File: src/rtl/timer2_pkg.sv
/*
  Shared constants and types for the 16-bit reload/capture timer with split mode.
  Assumes a single 20 MHz clock, a plain register port and same-clock tick sources.
*/
package timer2_pkg;

  // Register offsets on the plain register port
  localparam logic [3:0] ADDR_CONTROL      = 4'h0;
  localparam logic [3:0] ADDR_MODE         = 4'h1;
  localparam logic [3:0] ADDR_MODE_ONE     = 4'h2;
  localparam logic [3:0] ADDR_CLOCK_SELECT = 4'h3;
  localparam logic [3:0] ADDR_COUNT_LOW    = 4'h4;
  localparam logic [3:0] ADDR_COUNT_HIGH   = 4'h5;
  localparam logic [3:0] ADDR_RELOAD_LOW   = 4'h6;
  localparam logic [3:0] ADDR_RELOAD_HIGH  = 4'h7;

  // Control register fields
  localparam int CTL_HIGH_OVF   = 7;
  localparam int CTL_EXT_EVENT  = 6;
  localparam int CTL_RX_OR_LOVF = 5;
  localparam int CTL_TX_OR_LIE  = 4;
  localparam int CTL_FALL_EN    = 3;
  localparam int CTL_MAIN_RUN   = 2;
  localparam int CTL_COUNTER    = 1;

  // Mode register fields
  localparam int MOD_SPLIT      = 7;
  localparam int MOD_LOW_RUN    = 6;
  localparam int MOD_AUTO_STOP  = 5;
  localparam int MOD_RISE_EN    = 4;
  localparam int MOD_OPMODE_LSB = 0;

  // Mode register one fields
  localparam int MOD1_IRQ_BLOCK = 0;
  localparam int MOD1_MEANING   = 1;
  localparam int MOD1_TRIG_LSB  = 4;

  // Clock select register fields
  localparam int CKS_HIGH_LSB   = 0;
  localparam int CKS_LOW_LSB    = 4;

  // Pin vector: eight trigger sources plus the event-count pin
  localparam int COUNT_PIN_IDX  = 8;

  localparam logic [7:0]  BYTE_ALL_ONES = 8'hff;
  localparam logic [15:0] WORD_ALL_ONES = 16'hffff;
  localparam logic [7:0]  READ_IDLE     = 8'h00;

  typedef enum logic [1:0] {
    MODE_RELOAD_EXT_FLAG = 2'b00,
    MODE_RELOAD_EXT_TRIG = 2'b01,
    MODE_CAPTURE         = 2'b10,
    MODE_CAPTURE_ZERO    = 2'b11
  } op_mode_t;

  typedef struct packed {
    logic [3:0] addr;
    logic [7:0] wdata;
    logic       wr;
    logic       rd;
  } bus_req_t;

  typedef struct packed {
    logic irq;
    logic overflowEventOut;
    logic txBaudClk;
    logic rxBaudClk;
  } timer_out_t;

  typedef struct packed {
    logic [7:0] countLowByte;
    logic [7:0] countHighByte;
    logic [7:0] reloadCaptureLow;
    logic [7:0] reloadCaptureHigh;
    logic       highOverflowFlag;
    logic       externalEventFlag;
    logic       lowOverflowFlag;
    logic       lowOverflowIrqEnable;
    logic       rxBaudSelect;
    logic       txBaudSelect;
    logic       fallingEdgeEnable;
    logic       mainRunBit;
    logic       timerOrCounterSelect;
    logic       splitModeSelect;
    logic       lowRunBit;
    logic       lowRunAutoStop;
    logic       risingEdgeEnable;
    op_mode_t   opMode;
    logic       overflowIrqBlock;
    logic       bitMeaningSelector;
    logic [2:0] trigSel;
    logic [2:0] highClkSel;
    logic [1:0] lowClkSel;
    logic [8:0] pinSync1;
    logic [8:0] pinSync2;
    logic [8:0] pinSync3;
    logic [8:0] pinLevel;
    logic       trigPrev;
    logic       countPinPrev;
    logic [7:0] rdata;
    timer_out_t out;
  } state_t;

  localparam state_t STATE_RESET = '0;

endpackage

File: src/rtl/timer2_core.sv
/*
  Timer 2 core: 16-bit reload/capture timer that can split into two 8-bit up-counters.
  Assumes tick sources are one-cycle pulses on clk; trigger and count pins are asynchronous.
*/
// Summary of operation
// - Control bit picks internal ticks or pin events
// - Auto-reload mode one sets high overflow flag
// - Falling trigger edge sets external event flag
// - Trigger chosen from eight external sources
// - Rising trigger edge acts like falling edge
// - Sixteen-bit overflow drives overflow event output
// - Mode two reloads both bytes on overflow
// - Mode two also reloads on trigger edge when no baud select is active
// - External event flag, unblocked high overflow flag or enabled split low overflow flag raises the single interrupt request
// - Capture mode copies count into reload bytes
// - Auto-zero capture also clears the count
// - Split mode runs two independent 8-bit counters
// - Main run gates high, low run gates low
// - High wrap clears low run when auto-stop
// - Split wraps set high and low overflow flags
// - Split flags clear only by software
// - Split overflow event comes from low byte
// - Control bits 5..4 meaning follows selector
// - Baud selects feed serial baud clocks
module timer2_core
  import timer2_pkg::*;
(
  // Clock, reset, enable
  input  wire logic       clk,
  input  wire logic       rstn,
  input  wire logic       ce,
  // Register port
  input  wire bus_req_t   bus,
  output logic [7:0]      rdata,
  // Tick sources and asynchronous pins
  input  wire logic [7:0] tickSrc,
  input  wire logic [7:0] trigPins,
  input  wire logic       countPin,
  // Events and interrupt
  output timer_out_t      tmrOut
);

  state_t r_reg;
  state_t r_next;

  logic        selLevel;
  logic        fallEdge;
  logic        riseEdge;
  logic        extEdge;
  logic        countPinRise;
  logic        highTick;
  logic        lowTick;
  logic [15:0] count16;
  logic        wrap16;
  logic        step16;
  logic        hiStep;
  logic        hiWrap;
  logic        loStep;
  logic        loWrap;
  logic        baudActive;
  logic        countWrite;
  logic        reloadWrite;
  logic        controlWrite;

  function automatic logic isAllOnes(input logic [7:0] v);
    return v == BYTE_ALL_ONES;
  endfunction

  // Bus passed in so the continuous assigns below see every change of it
  function automatic logic hit(input bus_req_t b, input logic [3:0] a);
    return b.wr && b.addr == a;
  endfunction

  assign selLevel     = r_reg.pinLevel[r_reg.trigSel];
  assign fallEdge     = r_reg.trigPrev & ~selLevel;
  assign riseEdge     = ~r_reg.trigPrev & selLevel;
  assign extEdge      = (r_reg.fallingEdgeEnable & fallEdge)
                      | (r_reg.risingEdgeEnable & riseEdge);
  assign countPinRise = ~r_reg.countPinPrev & r_reg.pinLevel[COUNT_PIN_IDX];
  assign highTick     = r_reg.timerOrCounterSelect ? countPinRise
                                                   : tickSrc[r_reg.highClkSel];
  assign lowTick      = tickSrc[{1'b0, r_reg.lowClkSel}];
  assign count16      = {r_reg.countHighByte, r_reg.countLowByte};
  assign step16       = ~r_reg.splitModeSelect & r_reg.mainRunBit & highTick;
  assign wrap16       = step16 & (count16 == WORD_ALL_ONES);
  assign hiStep       = r_reg.splitModeSelect & r_reg.mainRunBit & highTick;
  assign hiWrap       = hiStep & isAllOnes(r_reg.countHighByte);
  assign loStep       = r_reg.splitModeSelect & r_reg.lowRunBit & lowTick;
  assign loWrap       = loStep & isAllOnes(r_reg.countLowByte);
  assign baudActive   = ~r_reg.bitMeaningSelector
                      & (r_reg.txBaudSelect | r_reg.rxBaudSelect);
  assign countWrite   = hit(bus, ADDR_COUNT_LOW) | hit(bus, ADDR_COUNT_HIGH);
  assign reloadWrite  = hit(bus, ADDR_RELOAD_LOW) | hit(bus, ADDR_RELOAD_HIGH);
  assign controlWrite = hit(bus, ADDR_CONTROL);

  always_comb
  begin
    logic setHigh;
    logic setExt;
    logic setLow;
    logic ovfPulse;
    setHigh  = 1'b0;
    setExt   = 1'b0;
    setLow   = 1'b0;
    ovfPulse = 1'b0;
    r_next   = r_reg;

    // Three-stage pin synchroniser, level accepted when stages two and three agree
    r_next.pinSync1     = {countPin, trigPins};
    r_next.pinSync2     = r_reg.pinSync1;
    r_next.pinSync3     = r_reg.pinSync2;
    r_next.pinLevel     = (~(r_reg.pinSync2 ^ r_reg.pinSync3) & r_reg.pinSync3)
                        | ((r_reg.pinSync2 ^ r_reg.pinSync3) & r_reg.pinLevel);
    r_next.trigPrev     = selLevel;
    r_next.countPinPrev = r_reg.pinLevel[COUNT_PIN_IDX];

    if (!r_reg.splitModeSelect)
    begin
      if (step16)
      begin
        if (wrap16)
        begin
          setHigh  = 1'b1;
          ovfPulse = 1'b1;
          if (r_reg.opMode == MODE_CAPTURE || r_reg.opMode == MODE_CAPTURE_ZERO)
          begin
            r_next.countHighByte = 8'h00;
            r_next.countLowByte  = 8'h00;
          end
          else
          begin
            r_next.countHighByte = r_reg.reloadCaptureHigh;
            r_next.countLowByte  = r_reg.reloadCaptureLow;
          end
        end
        else
        begin
          {r_next.countHighByte, r_next.countLowByte} = 16'(count16 + 16'h0001);
        end
      end
      if (extEdge)
      begin
        setExt = 1'b1;
        unique case (r_reg.opMode)
          MODE_RELOAD_EXT_FLAG: ;
          MODE_RELOAD_EXT_TRIG:
          begin
            // A baud generator must keep its rate, so the trigger only flags
            if (!baudActive)
            begin
              r_next.countHighByte = r_reg.reloadCaptureHigh;
              r_next.countLowByte  = r_reg.reloadCaptureLow;
            end
          end
          MODE_CAPTURE:
          begin
            r_next.reloadCaptureHigh = r_reg.countHighByte;
            r_next.reloadCaptureLow  = r_reg.countLowByte;
          end
          MODE_CAPTURE_ZERO:
          begin
            r_next.reloadCaptureHigh = r_reg.countHighByte;
            r_next.reloadCaptureLow  = r_reg.countLowByte;
            r_next.countHighByte     = 8'h00;
            r_next.countLowByte      = 8'h00;
          end
        endcase
      end
    end
    else
    begin
      // Two independent byte counters
      if (hiStep)
      begin
        if (hiWrap)
        begin
          setHigh              = 1'b1;
          r_next.countHighByte = r_reg.reloadCaptureHigh;
        end
        else
        begin
          r_next.countHighByte = 8'(r_reg.countHighByte + 8'h01);
        end
      end
      if (loStep)
      begin
        if (loWrap)
        begin
          setLow              = 1'b1;
          ovfPulse            = 1'b1;
          r_next.countLowByte = r_reg.reloadCaptureLow;
        end
        else
        begin
          r_next.countLowByte = 8'(r_reg.countLowByte + 8'h01);
        end
      end
      if (extEdge)
      begin
        setExt = 1'b1;
      end
    end

    // Software writes override the counting in the same cycle
    if (bus.wr)
    begin
      unique case (bus.addr)
        ADDR_CONTROL:
        begin
          r_next.highOverflowFlag     = bus.wdata[CTL_HIGH_OVF];
          r_next.externalEventFlag    = bus.wdata[CTL_EXT_EVENT];
          if (r_reg.bitMeaningSelector)
          begin
            r_next.lowOverflowFlag      = bus.wdata[CTL_RX_OR_LOVF];
            r_next.lowOverflowIrqEnable = bus.wdata[CTL_TX_OR_LIE];
          end
          else
          begin
            r_next.rxBaudSelect = bus.wdata[CTL_RX_OR_LOVF];
            r_next.txBaudSelect = bus.wdata[CTL_TX_OR_LIE];
          end
          r_next.fallingEdgeEnable    = bus.wdata[CTL_FALL_EN];
          r_next.mainRunBit           = bus.wdata[CTL_MAIN_RUN];
          r_next.timerOrCounterSelect = bus.wdata[CTL_COUNTER];
        end
        ADDR_MODE:
        begin
          r_next.splitModeSelect  = bus.wdata[MOD_SPLIT];
          r_next.lowRunBit        = bus.wdata[MOD_LOW_RUN];
          r_next.lowRunAutoStop   = bus.wdata[MOD_AUTO_STOP];
          r_next.risingEdgeEnable = bus.wdata[MOD_RISE_EN];
          r_next.opMode           = op_mode_t'(bus.wdata[MOD_OPMODE_LSB +: 2]);
        end
        ADDR_MODE_ONE:
        begin
          r_next.overflowIrqBlock   = bus.wdata[MOD1_IRQ_BLOCK];
          r_next.bitMeaningSelector = bus.wdata[MOD1_MEANING];
          r_next.trigSel            = bus.wdata[MOD1_TRIG_LSB +: 3];
        end
        ADDR_CLOCK_SELECT:
        begin
          r_next.highClkSel = bus.wdata[CKS_HIGH_LSB +: 3];
          r_next.lowClkSel  = bus.wdata[CKS_LOW_LSB +: 2];
        end
        ADDR_COUNT_LOW:   r_next.countLowByte      = bus.wdata;
        ADDR_COUNT_HIGH:  r_next.countHighByte     = bus.wdata;
        ADDR_RELOAD_LOW:  r_next.reloadCaptureLow  = bus.wdata;
        ADDR_RELOAD_HIGH: r_next.reloadCaptureHigh = bus.wdata;
        default: ;
      endcase
    end

    // Hardware set wins over a software clear in the same cycle
    r_next.highOverflowFlag  = r_next.highOverflowFlag | setHigh;
    r_next.externalEventFlag = r_next.externalEventFlag | setExt;
    r_next.lowOverflowFlag   = r_next.lowOverflowFlag | setLow;
    if (hiWrap && r_reg.lowRunAutoStop)
    begin
      r_next.lowRunBit = 1'b0;
    end

    // Read data stand only in the cycle after the strobe
    r_next.rdata = READ_IDLE;
    if (bus.rd)
    begin
      unique case (bus.addr)
        ADDR_CONTROL:
          r_next.rdata = {r_reg.highOverflowFlag, r_reg.externalEventFlag,
                          r_reg.bitMeaningSelector ? r_reg.lowOverflowFlag
                                                   : r_reg.rxBaudSelect,
                          r_reg.bitMeaningSelector ? r_reg.lowOverflowIrqEnable
                                                   : r_reg.txBaudSelect,
                          r_reg.fallingEdgeEnable, r_reg.mainRunBit,
                          r_reg.timerOrCounterSelect, 1'b0};
        ADDR_MODE:
          r_next.rdata = {r_reg.splitModeSelect, r_reg.lowRunBit, r_reg.lowRunAutoStop,
                          r_reg.risingEdgeEnable, 2'b00, r_reg.opMode};
        ADDR_MODE_ONE:
          r_next.rdata = {1'b0, r_reg.trigSel, 2'b00, r_reg.bitMeaningSelector,
                          r_reg.overflowIrqBlock};
        ADDR_CLOCK_SELECT:
          r_next.rdata = {2'b00, r_reg.lowClkSel, 1'b0, r_reg.highClkSel};
        ADDR_COUNT_LOW:   r_next.rdata = r_reg.countLowByte;
        ADDR_COUNT_HIGH:  r_next.rdata = r_reg.countHighByte;
        ADDR_RELOAD_LOW:  r_next.rdata = r_reg.reloadCaptureLow;
        ADDR_RELOAD_HIGH: r_next.rdata = r_reg.reloadCaptureHigh;
        default:          r_next.rdata = READ_IDLE;
      endcase
    end

    // Registered so the request lines up with the flags it reflects
    r_next.out.irq = (r_next.highOverflowFlag & ~r_next.overflowIrqBlock)
                   | r_next.externalEventFlag
                   | (r_next.splitModeSelect & r_next.lowOverflowFlag
                      & r_next.lowOverflowIrqEnable);
    r_next.out.overflowEventOut = ovfPulse;
    r_next.out.txBaudClk = ovfPulse & ~r_reg.bitMeaningSelector & r_reg.txBaudSelect;
    r_next.out.rxBaudClk = ovfPulse & ~r_reg.bitMeaningSelector & r_reg.rxBaudSelect;
  end

  always_ff @(posedge clk)
  begin
    if (!rstn)
      r_reg <= STATE_RESET;
    else if (ce)
      r_reg <= r_next;
  end

  assign rdata  = r_reg.rdata;
  assign tmrOut = r_reg.out;
endmodule // timer2_core

File: config.mk
export PLATFORM = sky130hd
export DESIGN_NAME = timer2_core
export DESIGN_NICKNAME = d
export VERILOG_FILES = /design/src/rtl/timer2_pkg.sv /design/src/rtl/timer2_core.sv
export SDC_FILE = /design/constraint.sdc
export NUM_CORES = 1
export LEC_CHECK = 0
export BUFFER_PORTS_ARGS = -buffer_cell sky130_fd_sc_hd__buf_2
export CELL_PAD_IN_SITES_DETAIL_PLACEMENT = 1
export CELL_PAD_IN_SITES_GLOBAL_PLACEMENT = 2
export CORE_MARGIN = 2
export CORE_UTILIZATION = 40
export CTS_CLUSTER_SIZE = 12
export DETAILED_ROUTE_END_ITERATION = 8
export GPL_ROUTABILITY_DRIVEN = 0
export MAX_ROUTING_LAYER = met4
export PLACE_DENSITY = 0.89
export SLEW_MARGIN = 10
export SYNTH_ARGS = -nofsm -noshare
export SYNTH_HDL_FRONTEND = slang
export SYNTH_SLANG_ARGS = --single-unit
File: constraint.sdc
create_clock -name clk -period 5.4 [get_ports clk]
set_input_delay 0.54 -clock clk [delete_from_list [all_inputs] [get_ports clk]]
set_output_delay 0.54 -clock clk [all_outputs]
set_load 0.02 [all_outputs]
-- Word level (Yosys, flattened, before mapping)
Index checks and enable logic that the tools add are counted.
- register bits: 107
- logic and storage cells: 150
- input port bits: 34
- output and inout port bits: 12
- reduce and logical (&&, ||, !) cells: 12
- mux-type cells: 46
- bitwise logic cells: 39
- equal/unequal tests: 13
- magnitude comparators: 3
- add/subtract/negate cells: 3
- operators with widths (operator ; number):
    $mux 16 ; 7
    $mux 8 ; 9
    $pmux 8 s8 ; 1
    $mux 57 ; 1
    $mux 32 ; 1
    $pmux 16 s2 ; 1
    $and 1x1->1 ; 21
    $and 9x9->9 ; 2
    $mux 1 ; 17
    $add 16x1->16 const B ; 1
    $add 8x1->8 const B ; 2
    $eq 16x16->1 const B ; 1
    $eq 4x3->1 const B ; 4
    $eq 8x8->1 const B ; 2
    $reduce_and 3->1 ; 5
    $mux 5 ; 2
    $mux 9 ; 1
    $not 9->9 ; 1
    $or 9x9->9 ; 1
    $xor 9x9->9 ; 1
    $eq 4x2->1 const B ; 2
    $or 1x1->1 ; 7
    $bmux 1 s3 ; 2
    $mux 6 ; 1
    other kinds (15) ; 23

-- Logic depth before layout (Yosys ltp)
Gate-level depths: netlist of the first run.
- depth after elaboration: 17
- depth in mapped cells: 10
- mapped depth without buffers: 8

-- Worst setup path before layout of the first run
OpenSTA, ideal clock, no wires.
- path kind: register -> register
- start point: register r_reg[56] (netlist bit)
- end point: register r_reg, in the netlist count16[6]
- stages on the path, launching flop included: 9
- period minus slack after synthesis: 2506 ps
- data required time: 5278 ps
- setup time: 122 ps
- slack: 2894 ps
- arrival: 2384 ps
- path buffers: 1
- cell sequence: dfxtp_1 > mux4_1 > mux2_4 > mux2i_4 > and2_4 > buf_6 > a221oi_1 > nor3_1 > a311o_1
- longest elaborated chain between the ends: 10
- elaborated cells between the ends (all ways): 12
- classes of those cells: mux: 6; bitwise: 6
- RTL lines (item ; RTL line ; text):
    from (decl) ; timer2_core.sv:43 ; state_t r_reg;
    from (signal assigned) ; timer2_core.sv:306 ; r_reg <= r_next;
    $bmux 1 s3 (*) ; timer2_core.sv:74 ; assign selLevel = r_reg.pinLevel[r_reg.trigSel];
    $mux 1 (not written as such) (*) ; timer2_core.sv:74 ;
    $not 1->1 ; timer2_core.sv:75 ; assign fallEdge = r_reg.trigPrev & ~selLevel;
    $and 1x1->1 ; timer2_core.sv:75 ;
    $and 1x1->1 ; timer2_core.sv:77 ; assign extEdge = (r_reg.fallingEdgeEnable & fallEdge)
    $or 1x1->1 (*) ; timer2_core.sv:78 ; | (r_reg.risingEdgeEnable & riseEdge);
    $mux 32 (*) ; timer2_core.sv:141 ; if (extEdge)
    $mux 16 (*) ; timer2_core.sv:117 ; if (!r_reg.splitModeSelect)
    $mux 8 ; timer2_core.sv:207 ; unique case (bus.addr)
    $mux 57 (*) ; timer2_core.sv:205 ; if (bus.wr)
Every way passes the cells marked *; elsewhere a longest branch is shown, timed or not. The select of a mux whose other input is x is not followed.
A chain may end at the register's enable or synchronous reset.

-- Worst setup path in the final report of the first run
- start point: register r_reg[56] (netlist bit)
- end point: register r_reg[77] (netlist bit)
Same word-level chain as after synthesis.

==> results.yml, run 1 <==
synthesis:
  yosysWarnings: 0
  syn_inst: 847
  ys_types: 84
  syn_avg_cell_area_um2: 8.19
  synthArstFlopShare_pct: 0
  synth_largest_area_cell: "dfxtp_1"
  synth_area_mm2: 0.00694
  synth_area_leaders: "dfxtp_1 (31%), mux2i_1 (9.5%), nor2b_1 (5.3%)"
  synth_nets: 883
  synth_most_common_cell: "dfxtp_1"
  synthFlopType: "dfxtp_1"
  synth_seq_area_share_pct: 30.9
  ys_ff_latch: 107
  yosys-top-cells-count: "dfxtp_1 (107), nand2_1 (75), mux2i_1 (66), a21oi_1 (64), clkbuf_1 (60)"
  synth-edff-count: 0
  yosysTopAreaCellShare_pct: 30.9
critical_path:
  endpoint_kind: "flop"
  required_ps: 5690
  slowest_delay_ps: 650
  cp-start-kind: "flop"
  cp_max_fo: 18
  crit_path_cell_trace: "mux4_1 > mux2_4 > mux2i_1 > or3_1 > a21oi_1 > o21ai_0 > a21oi_1"
  critical_path_class: "flop to flop"
  crit_top_cell: "a21oi_1"
  critical-path-slowest-cell: "or3_1"
  ff2ff_path_depth: 7
  arrival_ps: 3420
finish:
  filler_cell_count: 2061
  layout-drive-gt1-share_pct: 12.5
  multi_input_area_mm2: 0.00432
  fin_nets: 861
  area_growth_pct: 6.19
  layout.cells.non_filler: 1055
  diodes: 0
  postLayoutCoreUtil_pct: 43.0
  regArea_mm2: 0.00214
  largest_reg_flops: 52
routing:
  vias_per_cell: 6.33
  drt_first_pass_iters: 6
  wl_per_cell_um: 23.9
  ant_nets: 0
  remaining_drc_errors: 0
  num_vias: 6676
  wirelength_mm: 25.2
  drt_iter0_drc: 664
floorplan:
  die_width_um: 136
  dieArea_mm2: 0.0184
  die_h_um: 136
  io_pins: 46
  rows: 48
  core_mm2: 0.0171
  initial_core_util_pct: 40.5
power_and_ir_drop:
  powerDensity_mw_per_mm2: 229
  leakagePower_uw: 0.00284
  peakVddDrop_v: 0.000152
timing:
  relSlewSlack_pct: 20.5
  finalHoldViolations: 0
  timing.fmax_mhz: 319
  tns_ps: 0
  setup-violations-final: 0
  rsz0062_at_grt: "false"
  drv_slew: 0
  worstMarginPinSlew_ps: 1190
  fin_skew_ps: 16.2
  finalCriticalPeriod_ps: 3140
  fin_crit_sh_pct: 58.1
clock_tree:
  post_cts_resized: 0
  cts_tree: "done"
  hold_buffers: 0
  cts_buffers: 9
  cts.clk_slew.worst_paths_ps: 70
  clk_path_buf_depth: 2
  cts_sinks: 107
  cts_htree_levels: 3
  clkLatencyLatePin_ps: 370
  cts_setup_buffers: 0
  cts_root_buf: "clkbuf_16"
grt:
  grt_use_met3_pct: 3.85
  grt.total_usage_pct: 28.7
  grt_most_used_layer: "met2"
  grt_max_degree: 55
  grt_pass1_wl_mm: 39.3
  grt_pass1_vias: 6833
  grt_overflow: 0
  antenna_found_initial: 0
  met1_usage_pct: 36.7
  global_route.usage.met2_pct: 43.8
run_status:
  outcome: "finished clean"
worst_hold_path:
  whs_path_depth: 3
  holdCritPathClass: "primary input to flop"
placed_design:
  placed_cells: 1039
  port_buffers: 45
  place_hpwl_mm: 17.6
job:
  cap_violations: 0
==> cell type report <==
| type | instances | share of cell area (%) |
|---|---|---|
| multi-input combinational | 644 | 58.6 |
| inverter | 11 | 0.560 |
| sequential | 107 | 29.1 |
| clock inverter | 6 | 0.917 |
| timing repair buffer | 52 | 3.80 |
| clock buffer | 10 | 3.24 |
| tap | 225 | 3.82 |
==> kinds of logic (layout without fill, tap and decap cells) <==
| kind of cell | after synthesis | count (layout) | share of synthesized area, % |
|---|---|---|---|
| simple gates | 291 | 291 | 21.5 |
| compound gates | 263 | 263 | 25.0 |
| flops | 107 | 107 | 30.9 |
| buf+inv | 96 | 79 | 6.93 |
| mux | 86 | 86 | 15.0 |
| fa+ha+maj | 2 | 2 | 0.361 |
| xor+xnor | 2 | 2 | 0.253 |
==> power by group <==
group | leakage, uW | internal, uW | switching, uW
Combinational | 0.00182 | 63.5 | 107
Clock | 0.000150 | 340 | 346
Sequential | 0.000867 | 805 | 23.3
Total | 0.00284 | 1210 | 476
==> layer usage <==
layer	part of all wire (%)	wire length, um
met4	4.9	1230
met2	46	11500
met3	7.4	1860
met1	42	10500
met5	0	0
==> through the flow <==
stage | hold WS [ps] | power, uW | cell area [um2] | worst slack (ps)
floorplan | 443 | 955 | 6940 | 2890
global placement | 452 | 1010 | 7060 | 2330
detailed placement | 471 | 1010 | 7060 | 2270
CTS | 438 | 1690 | 7370 | 2270
global route | 472 | 1750 | 7370 | 2030
finish | 439 | 1680 | 7370 | 2260
==> worst max-delay path, delay by kind of cell (launching register included) <==
family	cells	cell delay, ps
DFF	1	430
and+or+nand+nor	1	650
muxes	3	1080
AOI/OAI and AO/OA	3	900
==> worst paths after layout <==
| check | from | to | slack [ps] |
|---|---|---|---|
| max reg2reg | r_reg[56] | r_reg[77] | 2260 |
| max | r_reg[56] | r_reg[77] | 2260 |
| min reg2reg | tmrOut[2] | tmrOut[2] | 480 |
| min | trigPins[7] | r_next[39] | 440 |
==> layout by cell type (no fill, tap or decap), types with 11 or more instances in the layout <==
master,netlist,layout
nor2b_1,59,59
a21boi_0,16,16
dfxtp_1,107,107
a21oi_1,64,64
buf_2,3,44
o22ai_1,21,21
inv_1,11,11
nand2b_1,17,17
mux2i_1,66,66
nand3_1,32,32
nor2_1,47,47
o21ai_0,57,57
o211ai_1,12,12
nand2_1,75,75
Power figures use the tool's default switching activity.
==> run 2: changes to the inputs <==
ABC_AREA = 1   (was default)
CORE_UTILIZATION = 33   (was 40)
PLACE_DENSITY = 0.82   (was 0.89)
clock period = 3.27 ns   (was 5.4 ns; I/O delays follow)
==> run 2 against run 1 <==
  * Combinational power increased by 98%
  * Wire length decreased by 0.46%
  * Final area decreased by 3.2%
==> results.yml, run 2 <==
critical_path:
  required_ps: 3480
  critical-path-slowest-cell: "dfxtp_1"
  cp_max_fo: 10
  endpoint_kind: "flop"
  critical_path_class: "flop to flop"
  cp-start-kind: "flop"
  slowest_delay_ps: 410
  arrival_ps: 2510
  crit_top_cell: "nand2_1"
  crit_path_cell_trace: "ha_1 > nand2_1 > nor2_2 > nand2_2 > nor2_8 > nand3_4 > nand2_1 > inv_1 > nand3_1 > nand2_1 > nand2_1 > nand2_1 > nand2_1 > a21oi_2"
timing:
  setup-violations-final: 0
  drv_slew: 0
  timing.fmax_mhz: 434
  relSlewSlack_pct: 41.6
  finalCriticalPeriod_ps: 2300
  worstMarginPinSlew_ps: 876
  fin_crit_sh_pct: 70.4
  tns_ps: 0
  finalHoldViolations: 0
  rsz0062_at_grt: "false"
  fin_skew_ps: 11.5
clock_tree:
  post_cts_resized: 0
  clkLatencyLatePin_ps: 360
  cts.clk_slew.worst_paths_ps: 80
  clk_path_buf_depth: 2
  cts_buffers: 9
  cts_setup_buffers: 0
  hold_buffers: 0
  cts_tree: "done"
  cts_sinks: 107
  cts_root_buf: "clkbuf_16"
  cts_htree_levels: 3
finish:
  fin_nets: 1055
  largest_reg_flops: 52
  area_growth_pct: 10.2
  filler_cell_count: 2562
  layout-drive-gt1-share_pct: 10.7
  regArea_mm2: 0.00214
  multi_input_area_mm2: 0.00361
  diodes: 0
  final_cell_mix: "nand2_1 (220), o21ai_0 (119), dfxtp_1 (107)"
  final_common_cell: "nand2_1"
  design_area_mm2: 0.00713
power_and_ir_drop:
  powerDensity_mw_per_mm2: 395
  p_switching_uw: 845
  p_sw_share_pct: 30.0
  clockPowerShare_pct: 39.0
  p_int_uw: 1970
  leakagePower_uw: 0.00282
  p_seq_share_pct: 49.0
  peakVddDrop_v: 0.000256
  combPwrFrac_pct: 12.0
floorplan:
  core_mm2: 0.0193
  die_h_um: 144
  rows: 51
  dieArea_mm2: 0.0207
  io_pins: 46
  die_width_um: 144
  initial_core_util_pct: 33.5
placed_design:
  postPlaceCellArea_mm2: 0.00685
  place_hpwl_mm: 18.2
  port_buffers: 45
routing:
  wl_per_cell_um: 19.4
  remaining_drc_errors: 0
  wirelength_mm: 25.0
  vias_per_cell: 5.35
  drt_iter0_drc: 477
  ant_nets: 0
  num_vias: 6893
  drt_first_pass_iters: 5
synthesis:
  syn_inst: 1006
  yosysTopAreaCellShare_pct: 33.1
  synth_seq_area_share_pct: 33.1
  synth-edff-count: 0
  yosysWarnings: 0
  synth_most_common_cell: "nand2_1"
  synthArstFlopShare_pct: 0
  ys_types: 42
  ys_ff_latch: 107
  yosys-top-cells-count: "nand2_1 (220), o21ai_0 (119), dfxtp_1 (107), inv_1 (105), a21oi_1 (101)"
  synth_largest_area_cell: "dfxtp_1"
  synth_area_leaders: "dfxtp_1 (33%), nand2_1 (13%), o21ai_0 (9.2%)"
  synthFlopType: "dfxtp_1"
  syn_avg_cell_area_um2: 6.43
  synth_nets: 1042
  synth_area_mm2: 0.00647
job:
  cap_violations: 0
worst_hold_path:
  holdCritPathClass: "primary input to flop"
grt:
  grt.total_usage_pct: 25.4
  grt_max_degree: 59
  grt_overflow: 0
  grt_pass1_wl_mm: 38.5
  antenna_found_initial: 0
  grt_pass1_vias: 6635
run_status:
  outcome: "finished clean"
==> run 2: cell count changes after synthesis, moves of 17 or more <==
| cell | delta |
|---|---|
| nand2_1 | +145 |
| inv_1 | +94 |
| mux2i_1 | -66 |
| o21ai_0 | +62 |
| nor2b_1 | -59 |
| nor2_1 | +47 |
| a21oi_1 | +37 |
| o211ai_1 | +32 |
| nand3_1 | +29 |
| clkbuf_1 | -27 |
| nand2b_1 | -17 |
==> run 2: per-stage QoR <==
step / util (%) / total power [uW] / instances / hold WS (ps) / setup WS (ps)
global route: 36.9 / 2930 / 1288 / 194 / 761
global placement: 35.4 / 1740 / 1273 / 447 / 971
detailed placement: 35.4 / 1750 / 1273 / 460 / 965
finish: 36.9 / 2820 / 1288 / 188 / 967
floorplan: - / 1610 / 1006 / 431 / 1420
CTS: 36.9 / 2840 / 1288 / 186 / 992
==> run 2: path summary, 6_finish.rpt <==
kind               start           to  slack [ps]  cells past startpoint
max           count16[9]  count16[11]         970                     14
min          trigPins[6]   r_next[38]         190                      3
max reg2reg   count16[9]  count16[11]         970                     14
min reg2reg     rdata[2]     rdata[2]         470                      2
==> run 2: logic make-up (layout without fill, tap and decap cells) <==
family                   count (synthesis)  after routing  synth area share (%)
AO/OA/AOI/OAI                          314            314                  27.8
AND/OR/NAND/NOR                        403            403                  26.5
adder cells (fa/ha/maj)                  2              2                 0.387
XOR/XNOR                                 9              9                  1.22
flip-flops                             107            107                  33.1
buffers and inverters                  171            188                  11.0
==> run 2: power groups by stage <==
| stage | Combinational (uW) | Sequential (uW) | Clock, uW |
|---|---|---|---|
| 3_5_place_dp | 335 | 1410 | 0 |
| 2_1_floorplan | 215 | 1400 | 0 |
| 5_1_grt | 375 | 1390 | 1170 |
| 4_1_cts | 337 | 1380 | 1120 |
| 3_3_place_gp | 334 | 1410 | 0 |
| 6_report | 338 | 1380 | 1100 |
==> run 2: layout make-up <==
class                   count  area share [%]
clock buffers              10            3.21
clock inverters             5           0.667
inverters                 115            6.05
multi-input cells         728            50.7
flip-flops and latches    107            30.0
well taps                 265            4.65
repair buffers             58            4.70
==> run 2: critical path, delay by kind of cell (launching register included) <==
family	cells	cell delay (ps)
buffers and inverters	1	90
AO/OA/AOI/OAI	1	40
flip-flops	1	410
AND/OR/NAND/NOR	11	1370
adder cells (fa/ha/maj)	1	250
==> run 2: per-layer routing <==
layer | wire length [um] | part of all wire (%) | up-vias | track usage, %
li1 | - | - | 3388 | -
met1 | 11800 | 47 | 3333 | 33.5
met2 | 11700 | 47 | 141 | 40.5
met3 | 1040 | 4.1 | 31 | 3.64
met4 | 588 | 2.3 | 0 | 7.64
met5 | 0 | 0 | - | -
==> run 3: changes to the inputs <==
CORE_UTILIZATION = 30   (was 33)
PLACE_DENSITY = 0.79   (was 0.82)
clock period = 2.1 ns   (was 3.27 ns; I/O delays follow)
==> run 3 against run 2 <==
  * Flip-flop and latch count unchanged
  * Final cell count increased by 5.7%
  * Combinational power is 75% higher
  * Via count rose by 6.1%
  * Global-route usage fell by 0.92 points
  * Clock power up 72%
  * Wire length is 7.8% higher
  * Utilization is 0.35 points higher
  * Final area grew 10%
  * Largest cell class unchanged
==> results.yml, run 3 (synthesis results as in run 2) <==
power_and_ir_drop:
  p_seq_share_pct: 46.3
  powerDensity_mw_per_mm2: 589
  p_switching_uw: 1450
  combPwrFrac_pct: 12.8
  leakagePower_uw: 0.00325
  p_int_uw: 3170
  peakVddDrop_v: 0.000378
  p_sw_share_pct: 31.4
  clockPowerShare_pct: 40.9
floorplan:
  die_width_um: 151
  die_h_um: 151
  io_pins: 46
  rows: 53
  core_mm2: 0.0211
  initial_core_util_pct: 30.7
  dieArea_mm2: 0.0228
clock_tree:
  cts.clk_slew.worst_paths_ps: 100
  cts_htree_levels: 3
  cts_sinks: 107
  clkLatencyLatePin_ps: 370
  cts_tree: "done"
  cts_buffers: 9
  clk_path_buf_depth: 2
  cts_root_buf: "clkbuf_16"
timing:
  rsz0062_at_grt: "true"
  layout_setup_ws_ps: 114
  relSlewSlack_pct: 59.9
  finalHoldViolations: 0
  fin_skew_ps: 17.0
  drv_slew: 0
  worstMarginPinSlew_ps: 599
  setup-violations-final: 0
  fin_crit_sh_pct: 94.6
  finalCriticalPeriod_ps: 1990
  timing.fmax_mhz: 504
grt:
  grt_max_degree: 59
  grt_pass1_vias: 7173
  grt_overflow: 0
  grt_pass1_wl_mm: 41.1
  grt.total_usage_pct: 24.5
  antenna_found_initial: 0
routing:
  drt_iter0_drc: 540
  ant_nets: 0
  num_vias: 7313
  wl_per_cell_um: 19.8
  drt_first_pass_iters: 7
  wirelength_mm: 27.0
  remaining_drc_errors: 0
  vias_per_cell: 5.37
placed_design:
  placed_cells: 1337
  port_buffers: 45
  place_ws_ps: 32.9
  place_hpwl_mm: 19.7
critical_path:
  critical_path_class: "flop to flop"
  arrival_ps: 2280
  cp_max_fo: 8
  required_ps: 2400
  cp-start-kind: "flop"
  endpoint_kind: "flop"
worst_hold_path:
  holdCritPathClass: "primary input to flop"
finish:
  final_common_cell: "nand2_1"
  layout-drive-gt1-share_pct: 18.1
  diodes: 0
  fin_nets: 1118
  filler_cell_count: 2772
  largest_reg_flops: 52
  area_growth_pct: 21.3
  layout.cells.non_filler: 1362
  final_cell_mix: "nand2_1 (214), o21ai_0 (119), inv_1 (103)"
job:
  cap_violations: 0
run_status:
  outcome: "finished clean"
-- run 3: changes by cell type in the layout (fill, tap and decap cells not counted), moves of 5 or more --
| cell | delta |
|---|---|
| dfxtp_2 | +5 |
| buf_4 | +56 |
| dfxtp_1 | -7 |
| nand3_1 | -5 |
| nand2_1 | -6 |
-- run 3: through the flow --
| stage | total power, uW | hold slack (ps) | cell area (um2) | TNS, ps | util [%] |
|---|---|---|---|---|---|
| finish | 4620 | 50.6 | 7850 | 0 | 37.2 |
| global route | 4810 | 61.9 | 7850 | -92.9 | 37.2 |
| CTS | 4680 | 47.3 | 7640 | 0 | 36.2 |
| detailed placement | 2770 | 442 | 7320 | 0 | 34.7 |
| global placement | 2760 | 435 | 7320 | 0 | 34.7 |
| floorplan | 2510 | 345 | 6470 | 0 | - |
-- run 3: timing repair --
item                       CTS  global route
setup endpoints to repair    0            32
hold buffers                 0             0
buffers inserted             0             7
resized for setup            0            33
-- run 3: layout make-up --
type,count,area (um2),share of cell area (%)
Clock buffer,9,225,2.87
Clock inverter,7,93.8,1.20
Inverter,115,437,5.56
Multi-Input combinational cell,728,3700,47.1
Sequential cell,107,2160,27.5
Tap cell,275,344,4.38
Timing Repair Buffer,121,897,11.4
-- run 3: critical path: stages, from the launching register on --
cell and delay [ps]:
dfxtp_2 370, ha_1 200, nand2_1 80, nor2_2 170, nand2_4 120, nor2_8 160
nand3_4 140, nand2_4 160, nand2_1 70, o21ai_1 90, nand2_1 80, nand2_1 90
nand2_1 70, a21oi_2 110
-- run 3: final timing paths --
check / from / to / slack, ps / cells after the start
min: trigPins[4] / r_next[36] / 50 / 3
max: count16[1] / count16[2] / 110 / 13
min reg2reg: rdata[5] / rdata[5] / 460 / 2
max reg2reg: count16[1] / count16[2] / 110 / 13
-- run 3: power by group through the flow --
stage                     clock network [uW]  logic, uW  registers, uW
after floorplan                            0        334           2170
after global placement                     0        576           2180
after detailed placement                   0        580           2190
after CTS                               1950        584           2140
after global routing                    2010        654           2150
final                                   1890        592           2140
-- run 3: routing by layer --
layer / vias up / part of all wire (%) / track usage, %
met3: 38 / 4.6 / 2.95
li1: 3516 / - / -
met5: - / 0 / -
met4: 0 / 1.9 / 6.07
met2: 178 / 48 / 39.4
met1: 3581 / 46 / 32.9
